## src/design/handler_pkg.sv

```systemverilog
package handler_pkg;

	// Sorting outputs
	localparam int NUM_BINS = 14;

	// Timing at the 10 MHz control clock
	localparam int CLK_PERIOD_NS = 100;
	localparam int TRIG_DELAY_NS = 5000;
	localparam int TRIG_DELAY_CYC = (TRIG_DELAY_NS + CLK_PERIOD_NS - 1)
		/ CLK_PERIOD_NS;
	localparam int CONV_TIME_US = 100;
	localparam int CONV_CYC = CONV_TIME_US * 1000 / CLK_PERIOD_NS;
	localparam int CALC_TIME_US = 1000;
	localparam int CALC_CYC = CALC_TIME_US * 1000 / CLK_PERIOD_NS;
	localparam int RESULT_DELAY_US = 200;
	localparam int RESULT_CYC = RESULT_DELAY_US * 1000 / CLK_PERIOD_NS;
	localparam int CNT_W = 16;

	// Reset values: active-low outputs idle high
	localparam logic [NUM_BINS-1:0] BIN_RESET = 14'h3fff;

	// Phases of one measurement cycle
	typedef enum logic [4:0] {
		IDLE  = 5'h01,
		DELAY = 5'h02,
		CONV  = 5'h04,
		CALC  = 5'h08,
		SORT  = 5'h10
	} phase_t;

	// Comparison verdict from the measurement core
	typedef struct packed {
		logic [NUM_BINS-1:0] bin_pass;
		logic                primary_fail;
		logic                secondary_fail;
		logic                above_limit;
		logic                below_limit;
	} verdict_t;

	// Active-low result pins
	typedef struct packed {
		logic [NUM_BINS-1:0] bin_b;
		logic                secondary_fail_b;
		logic                primary_fail_b;
		logic                above_b;
		logic                below_b;
		logic                fail_b;
	} result_pins_t;

endpackage : handler_pkg

```

## src/design/handler_sort_trigger_port.sv

```systemverilog
`timescale 1ns/10ps
`default_nettype none

module handler_sort_trigger_port #(
	parameter int CONV_CYCLES   = handler_pkg::CONV_CYC,
	parameter int CALC_CYCLES   = handler_pkg::CALC_CYC,
	parameter int RESULT_CYCLES = handler_pkg::RESULT_CYC
) (
	// Clock and reset
	input  wire logic                         CLK,
	input  wire logic                         RST_B,
	// Handler pins
	input  wire logic                         EXT_TRIG,
	input  wire logic                         KEY_LOCK_B,
	output logic [handler_pkg::NUM_BINS-1:0]  SORT_BIN_B,
	output logic                              SECONDARY_FAIL_B,
	output logic                              PRIMARY_FAIL_B,
	output logic                              PRIMARY_ABOVE_LIMIT_B,
	output logic                              PRIMARY_BELOW_LIMIT_B,
	output logic                              OVERALL_FAIL_B,
	output logic                              CONVERSION_BUSY,
	output logic                              MEASUREMENT_BUSY,
	// Measurement core side
	input  wire handler_pkg::verdict_t        VERDICT,
	input  wire logic                         AUX_COMPARE_EN,
	output logic                              KEYBOARD_LOCKED,
	output logic                              CONV_START
);
	// Phase lengths must fit the shared down-counter
	if (CONV_CYCLES < 1 || CONV_CYCLES >= 2**handler_pkg::CNT_W ||
	    CALC_CYCLES < 1 || CALC_CYCLES >= 2**handler_pkg::CNT_W ||
	    RESULT_CYCLES < 1 || RESULT_CYCLES >= 2**handler_pkg::CNT_W) begin : g_bad_cycles
		$error("handler port: cycle counts out of range");
	end

	logic [1:0] pins_s;
	logic       trig_s;
	logic       trig_prev;
	logic       trig_rise;

	pin_sync #(.WIDTH(2)) u_sync (
		.clk   (CLK),
		.rst_b (RST_B),
		.din   ({EXT_TRIG, KEY_LOCK_B}),
		.dout  (pins_s)
	);
	assign trig_s    = pins_s[1];
	assign trig_rise = trig_s & ~trig_prev;

	// Active-low encoding of a verdict
	function automatic handler_pkg::result_pins_t encode(
		input handler_pkg::verdict_t v,
		input logic                  aux
	);
		handler_pkg::result_pins_t p;
		p.bin_b            = ~v.bin_pass;
		p.secondary_fail_b = ~(v.secondary_fail & aux);
		p.primary_fail_b   = ~v.primary_fail;
		p.above_b          = ~v.above_limit;
		p.below_b          = ~v.below_limit;
		p.fail_b           = ~(v.primary_fail |
			(v.secondary_fail & aux));
		return p;
	endfunction : encode

	handler_pkg::phase_t       phase, next_phase;
	logic [handler_pkg::CNT_W-1:0] cnt, next_cnt;
	handler_pkg::result_pins_t res, next_res;
	logic conv_busy, next_conv_busy;
	logic meas_busy, next_meas_busy;
	logic conv_start, next_conv_start;
	logic locked, next_locked;

	always_comb begin
		next_phase      = phase;
		next_cnt        = cnt;
		next_res        = res;
		next_conv_start = 1'b0;
		next_locked     = ~pins_s[0];
		case (phase)
			handler_pkg::IDLE: begin
				if (trig_rise) begin
					next_phase = handler_pkg::DELAY;
					next_cnt   = handler_pkg::CNT_W'(
						handler_pkg::TRIG_DELAY_CYC - 1);
				end
			end
			handler_pkg::DELAY: begin
				if (cnt == '0) begin
					next_phase      = handler_pkg::CONV;
					next_cnt        = handler_pkg::CNT_W'(CONV_CYCLES - 1);
					next_conv_start = 1'b1;
				end else begin
					next_cnt = cnt - 1'b1;
				end
			end
			handler_pkg::CONV: begin
				if (cnt == '0) begin
					next_phase = handler_pkg::CALC;
					next_cnt   = handler_pkg::CNT_W'(CALC_CYCLES - 1);
				end else begin
					next_cnt = cnt - 1'b1;
				end
			end
			handler_pkg::CALC: begin
				if (cnt == '0) begin
					next_phase = handler_pkg::SORT;
					next_cnt   = handler_pkg::CNT_W'(RESULT_CYCLES - 1);
				end else begin
					next_cnt = cnt - 1'b1;
				end
			end
			handler_pkg::SORT: begin
				if (cnt == '0) begin
					next_phase = handler_pkg::IDLE;
					next_res   = encode(VERDICT, AUX_COMPARE_EN);
				end else begin
					next_cnt = cnt - 1'b1;
				end
			end
			default: begin
				next_phase = handler_pkg::IDLE;
				next_cnt   = '0;
			end
		endcase
		next_conv_busy = (next_phase == handler_pkg::CONV);
		next_meas_busy = (next_phase != handler_pkg::IDLE);
	end

	always_ff @(posedge CLK or negedge RST_B) begin
		if (!RST_B) begin
			phase      <= handler_pkg::IDLE;
			cnt        <= '0;
			res        <= '1;
			conv_busy  <= 1'b0;
			meas_busy  <= 1'b0;
			conv_start <= 1'b0;
			locked     <= 1'b0;
			trig_prev  <= 1'b1;
		end else begin
			phase      <= next_phase;
			cnt        <= next_cnt;
			res        <= next_res;
			conv_busy  <= next_conv_busy;
			meas_busy  <= next_meas_busy;
			conv_start <= next_conv_start;
			locked     <= next_locked;
			trig_prev  <= trig_s;
		end
	end

	assign SORT_BIN_B            = res.bin_b;
	assign SECONDARY_FAIL_B      = res.secondary_fail_b;
	assign PRIMARY_FAIL_B        = res.primary_fail_b;
	assign PRIMARY_ABOVE_LIMIT_B = res.above_b;
	assign PRIMARY_BELOW_LIMIT_B = res.below_b;
	assign OVERALL_FAIL_B        = res.fail_b;
	assign CONVERSION_BUSY       = conv_busy;
	assign MEASUREMENT_BUSY      = meas_busy;
	assign CONV_START            = conv_start;
	assign KEYBOARD_LOCKED       = locked;

	// Age of the result phase, kept apart from the phase counter
	logic [handler_pkg::CNT_W-1:0] sort_age, next_sort_age;

	always_comb begin
		next_sort_age = '0;
		if (phase == handler_pkg::SORT) begin
			next_sort_age = sort_age + 1'b1;
		end
	end

	always_ff @(posedge CLK or negedge RST_B) begin
		if (!RST_B) begin
			sort_age <= '0;
		end else begin
			sort_age <= next_sort_age;
		end
	end
endmodule : handler_sort_trigger_port

`default_nettype wire

```

## src/design/pin_sync.sv

```systemverilog
`timescale 1ns/10ps
`default_nettype none

// Two-flop synchroniser for a group of pin inputs
module pin_sync #(
	parameter int WIDTH = 2
) (
	// Clock and reset
	input  wire logic             clk,
	input  wire logic             rst_b,
	// Pins and synchronised copy
	input  wire logic [WIDTH-1:0] din,
	output logic      [WIDTH-1:0] dout
);
	logic [WIDTH-1:0] meta;

	// Pins idle high (pulled up), so reset to ones
	always_ff @(posedge clk or negedge rst_b) begin
		if (!rst_b) begin
			meta <= '1;
			dout <= '1;
		end else begin
			meta <= din;
			dout <= meta;
		end
	end
endmodule : pin_sync

`default_nettype wire

```

## config.mk

```make
export PLATFORM = sky130hd
export DESIGN_NAME = handler_sort_trigger_port
export DESIGN_NICKNAME = d
export VERILOG_FILES = /design/src/design/handler_pkg.sv /design/src/design/handler_sort_trigger_port.sv /design/src/design/pin_sync.sv
export SDC_FILE = /design/constraint.sdc
export NUM_CORES = 1
export LEC_CHECK = 0
export BUFFER_PORTS_ARGS = -buffer_cell sky130_fd_sc_hd__buf_2
export CAP_MARGIN = 40
export CORE_MARGIN = 5
export CORE_UTILIZATION = 24
export DETAILED_ROUTE_END_ITERATION = 8
export HOLD_SLACK_MARGIN = 0.08
export PLACE_DENSITY = 0.39
export SYNTH_ARGS = -nofsm -noshare
export SYNTH_HDL_FRONTEND = slang
export SYNTH_SLANG_ARGS = --single-unit
```

## constraint.sdc

```tcl
create_clock -name CLK -period 2.2 [get_ports CLK]
set_input_delay 0.11 -clock CLK [delete_from_list [all_inputs] [get_ports CLK]]
set_output_delay 0.11 -clock CLK [all_outputs]
set_load 0.005 [all_outputs]
```

Word level (Yosys, flattened, before mapping)
Cells that the tools add are included.
- output and inout port bits: 23
- register bits: 49
- logic and storage cells: 53
- bits of input ports: 23
- add/sub/neg operators: 1
- muxes and demuxes: 14
- reductions and logical operators: 3
- bitwise operators: 11
- equal/unequal tests: 9
- operators by type and width (kind ; count):
    two-way mux 16 bit ; 5
    one-hot mux 16 bit (5 select lines) ; 1
    two-way mux 5 bit ; 5
    one-hot mux 5 bit (5 select lines) ; 1
    zero test 16 bit ; 1
    subtractor 16 x 1 -> 16 bit, second input constant ; 1
    inverter 14 bit ; 1
    equality test 5 x 3 -> 1 bit, second input constant ; 2
    inverter 1 bit ; 7
    equality test 5 x 1 -> 1 bit, second input constant ; 1
    equality test 5 x 2 -> 1 bit, second input constant ; 1
    equality test 5 x 4 -> 1 bit, second input constant ; 1
    equality test 5 bit, second input constant ; 1
    != test 5 x 1 -> 1 bit, second input constant ; 1
    != test 2 bit, second input constant ; 2
    AND reduction 2 bit ; 2
    bitwise AND 1 bit ; 2
    two-way mux 1 bit ; 2
    OR 1 bit ; 1

Logic depth before layout (Yosys ltp)
- depth in word-level cells: 5
- mapped depth: 9
- mapped depth without buffers: 8

Hierarchy
From an unflattened synthesis, not the netlist that was laid out.
- cells, all modules: 256
- area, all modules: 2498.6 µm²
- by module, submodules not included (module ; area each (µm²) ; cells an instance ; times used ; sequential area each (µm²)):
    handler_sort_trigger_port ; 2393.5 ; 252 ; 1 ; 1152.4
    pin_sync ; 105.1 ; 4 ; 1 ; 105.1

Worst setup path after synthesis
OpenSTA, ideal clock, no wires.
- path type: flip-flop to flip-flop
- start point: register cnt[7] (netlist bit)
- end point: register cnt[15] (netlist bit)
- path buffers: 1
- period minus slack after synthesis: 2.345 ns
- stages on the path, launching flop included: 7
- slack: -0.145 ns
- setup time: 0.077 ns
- arrival: 2.268 ns
- required time: 2.123 ns
- path through: dfrtp_1 -> or4_1 -> buf_2 -> or3_1 -> or3_4 -> or4_1 -> a21oi_1
- longest elaborated chain between the ends: 3
- elaborated cells on any way between the ends: 9
- those cells by class: add/sub: 1; eq/ne: 1; mux: 5; reduce/logical: 2
- RTL lines (item ; line ; text):
    start: declaration ; handler_sort_trigger_port.sv:67 ; logic [handler_pkg::CNT_W-1:0] cnt, next_cnt;
    start signal: assignment ; handler_sort_trigger_port.sv:142 ; cnt <= next_cnt;
    subtractor 16 x 1 -> 16 bit or zero test 16 bit (tied branches) ; n/a ;
    two-way mux 16 bit, or another cell as far along ; handler_sort_trigger_port.sv:114 ; if (cnt == '0) begin
    one-hot mux 16 bit (5 select lines) or AND reduction 2 bit (tied branches) ; n/a ;
Several ways; a longest one is shown, not always the timed one. The select of a mux whose other input is x is not followed.
A chain may end at the register's enable or synchronous reset.

Worst setup path in the final report
- start point: register cnt[6] (netlist bit)
- end point: register cnt[15] (netlist bit)
Same word-level chain as after synthesis.

==> results.toml <==
[place]
gp_congestion = 0.769
port_buffers = 45
dp.cells = 453
dp_hpwl_um = 5140
pre_cts_slack_ns = -0.0372

[sta]
fin_crit_sh = 1.02
maxSlewHeadroom = 0.610
finalSetupViolCount = 1
fin_skew_ns = 0.00727
fin_tns_setup_ns = -0.0493
grt_setup_unrepaired = "true"
setup_slack_ns = -0.0493
fmax_ghz = 0.445
min_period_ns = 2.25
slew_violations = 0
hold_viol_final = 0
worst_pin_slew_ns = 0.579

[clocking]
cts_max_path_buffers = 2
clkLatencyLatePin_ns = 0.30
clock-root-buffer = "clkbuf_8"
cts_tree = "yes"
cts_sinks = 49
cts_max_level = 2
cts_buffers = 5
clk_pin_slew_ns = 0.10

[power]
p_total_uw = 3300
intPower_uw = 2050
power_density_nw_per_um2 = 951
p_leak_uw = 0.00158
ir_drop_mv = 0.336
clkPwrFrac = 0.178
power.switching_uw = 1250
p_sw_frac = 0.378
pwr-share-comb = 0.475
pwr-share-seq = 0.347

[yosys]
yosys.area.top_type = "dfstp_2"
ys_async_sr_fraction = 1.00
synth_cells = 256
synth_flop_cell = "dfstp_2"
synth_edf_count = 0
synth_area_leaders = "dfstp_2 27%, dfrtp_1 25%, o21ai_0 5.8%"
synth.most_common_cell = "nand2_1"
netlist.area_leader.share = 0.270
yosys-top-cells-count = "29 x nand2_1, 28 x o21ai_0, 25 x dfstp_2"
synth_fp_nets = 281
synth_area_um2 = 2440
synth_area_per_cell_um2 = 9.52
ys_types = 52
ys_seq_area_frac = 0.516
synth_seq_cells = 49
ys_warn_count = 0

[setup_path]
worstReg2RegStart = "cnt[6]"
crit_type = "reg -> reg"
end_kind = "register"
worst_r2r_endpoint = "cnt[15]"
worst_setup_path_start_kind = "register"
reg2reg_setup_slack_ns = -0.05
arrival_ns = 2.49
critPathMaxFanout = 2
rr_worst_depth = 5
cp_data_required_time_ns = 2.44

[outcome]
violations = "setup timing"
status = "finished, violations left"

[floorplan]
die_width_um = 111
ios = 46
die-area_um2 = 12300
placementRows = 36
initial_utilization = 0.248
core_um2 = 9820
die_y_um = 111

[routing]
drtIter0Drc = 56
drc = 0
ant_nets = 0
wire_per_inst_um = 14.8
routed_wirelength_um = 7160
vias = 2255
viasPerCell = 4.65
first_pass_iters = 4

[global_route]
grt_pass1_vias = 2323
antenna_found_initial = 0
grt_use_total = 0.120
grt_max_degree = 41
overflow = 0
grt_pass1_wl_um = 12000

[flow_run]
maxCapViolations = 0

[final_layout]
nets = 376
n_antenna_cell = 0
drive_above_1_share = 0.381
fin_util = 0.354
stdcell_count = 485
areaGrowthSynthToFinish_pct = 42.6

[hold_path]
min_path_type = "in -> async"
==> flip-flops by register name, indices dropped and copies added, names as in the netlist <==
signal and flops:
CONVERSION_BUSY 1, u_sync.dout 2, MEASUREMENT_BUSY 1, SORT_BIN_B 14
u_sync.meta 2, OVERALL_FAIL_B 1, CONV_START 1, PRIMARY_FAIL_B 1
PRIMARY_ABOVE_LIMIT_B 1, SECONDARY_FAIL_B 1, PRIMARY_BELOW_LIMIT_B 1, trig_prev 1
cnt 16, KEYBOARD_LOCKED 1, phase 5
==> per-stage QoR <==
stage	hold WS (ns)	area [um^2]
floorplan	-0.186	2440
global placement	0.0699	3050
detailed placement	0.0681	3050
CTS	0.279	3370
global route	0.318	3470
finish	0.270	3470
==> power groups by stage <==
| stage | clock, uW | sequential, uW | combinational, uW |
|---|---|---|---|
| floorplan | 0 | 1120 | 780 |
| global placement | 0 | 1150 | 1370 |
| detailed placement | 0 | 1150 | 1370 |
| CTS | 633 | 1130 | 1410 |
| global route | 657 | 1170 | 1740 |
| finish | 589 | 1150 | 1570 |
==> layer usage <==
layer,up-vias,global-route usage,routed length (um)
met2,55,0.195,3310
met4,0,0.0271,65
met5,-,0,0
met3,4,0.0273,364
met1,1070,0.162,3430
li1,1126,-,-
==> cell families after synthesis <==
| kind of cell | count (synthesis) | synth area share |
|---|---|---|
| multiplexers | 1 | 0.00411 |
| flip-flops | 49 | 0.516 |
| AND/OR/NAND/NOR | 99 | 0.219 |
| adder cells (fa/ha/maj) | 2 | 0.0103 |
| buffers and inverters | 21 | 0.0334 |
| XOR/XNOR | 3 | 0.0108 |
| AO/OA/AOI/OAI | 81 | 0.206 |
==> area by class of cell <==
cell class / instances / area (um^2)
Timing Repair Buffer: 102 / 737
Clock buffer: 6 / 82.6
Clock inverter: 2 / 17.5
Fill cell: 1045 / 6350
Inverter: 7 / 26.3
Tap cell: 133 / 166
Multi-Input combinational cell: 186 / 1190
Sequential cell: 49 / 1260
==> how the worst max path moves through the flow <==
stage	from	endpoint	slack, ns	depth (start not counted)
global placement	cnt[6]	cnt[15]	0.004	5
floorplan	cnt[7]	cnt[15]	-0.13	6
global route	cnt[6]	cnt[15]	-0.1	5
CTS	cnt[6]	cnt[15]	-0.05	5
finish	cnt[6]	cnt[15]	-0.05	5
detailed placement	cnt[6]	cnt[15]	-0.04	5
==> repair_timing <==
item                                    4_1_cts  5_1_grt
hold buffers                                 22        0
resized for setup                             1       18
setup buffers                                 0        2
endpoints found under the setup margin        2       38
hold endpoints to repair                     36        0
pin swaps                                     0        5
==> critical path: stages (launching register included) <==
cell and delay [ns]:
dfrtp_1 0.39, or4_4 0.54, or3_4 0.34, or3_4 0.37, or4_4 0.42, a21oi_2 0.13
==> layout by cell type, fill, tap and decap left out, types with 3 or more instances in the layout <==
| master | Yosys | routed |
|---|---|---|
| inv_1 | 7 | 7 |
| nand3_1 | 5 | 5 |
| dfrtp_1 | 24 | 24 |
| dlygate4sd3_1 | 0 | 22 |
| buf_2 | 2 | 45 |
| a31oi_1 | 4 | 4 |
| buf_4 | 0 | 32 |
| or3_1 | 4 | 3 |
| nor3_1 | 11 | 11 |
| nor2_1 | 13 | 13 |
| o31ai_1 | 5 | 4 |
| or4_1 | 5 | 3 |
| nor4_1 | 8 | 8 |
| nand2_1 | 29 | 28 |
| a21o_1 | 4 | 4 |
| o22a_1 | 3 | 3 |
| clkbuf_8 | 0 | 6 |
| a21oi_1 | 17 | 16 |
| nand2b_1 | 3 | 3 |
| nor2b_1 | 3 | 3 |
| dfstp_2 | 25 | 25 |
| o21ai_0 | 28 | 26 |
No activity file was read; power rests on OpenSTA's default activity.
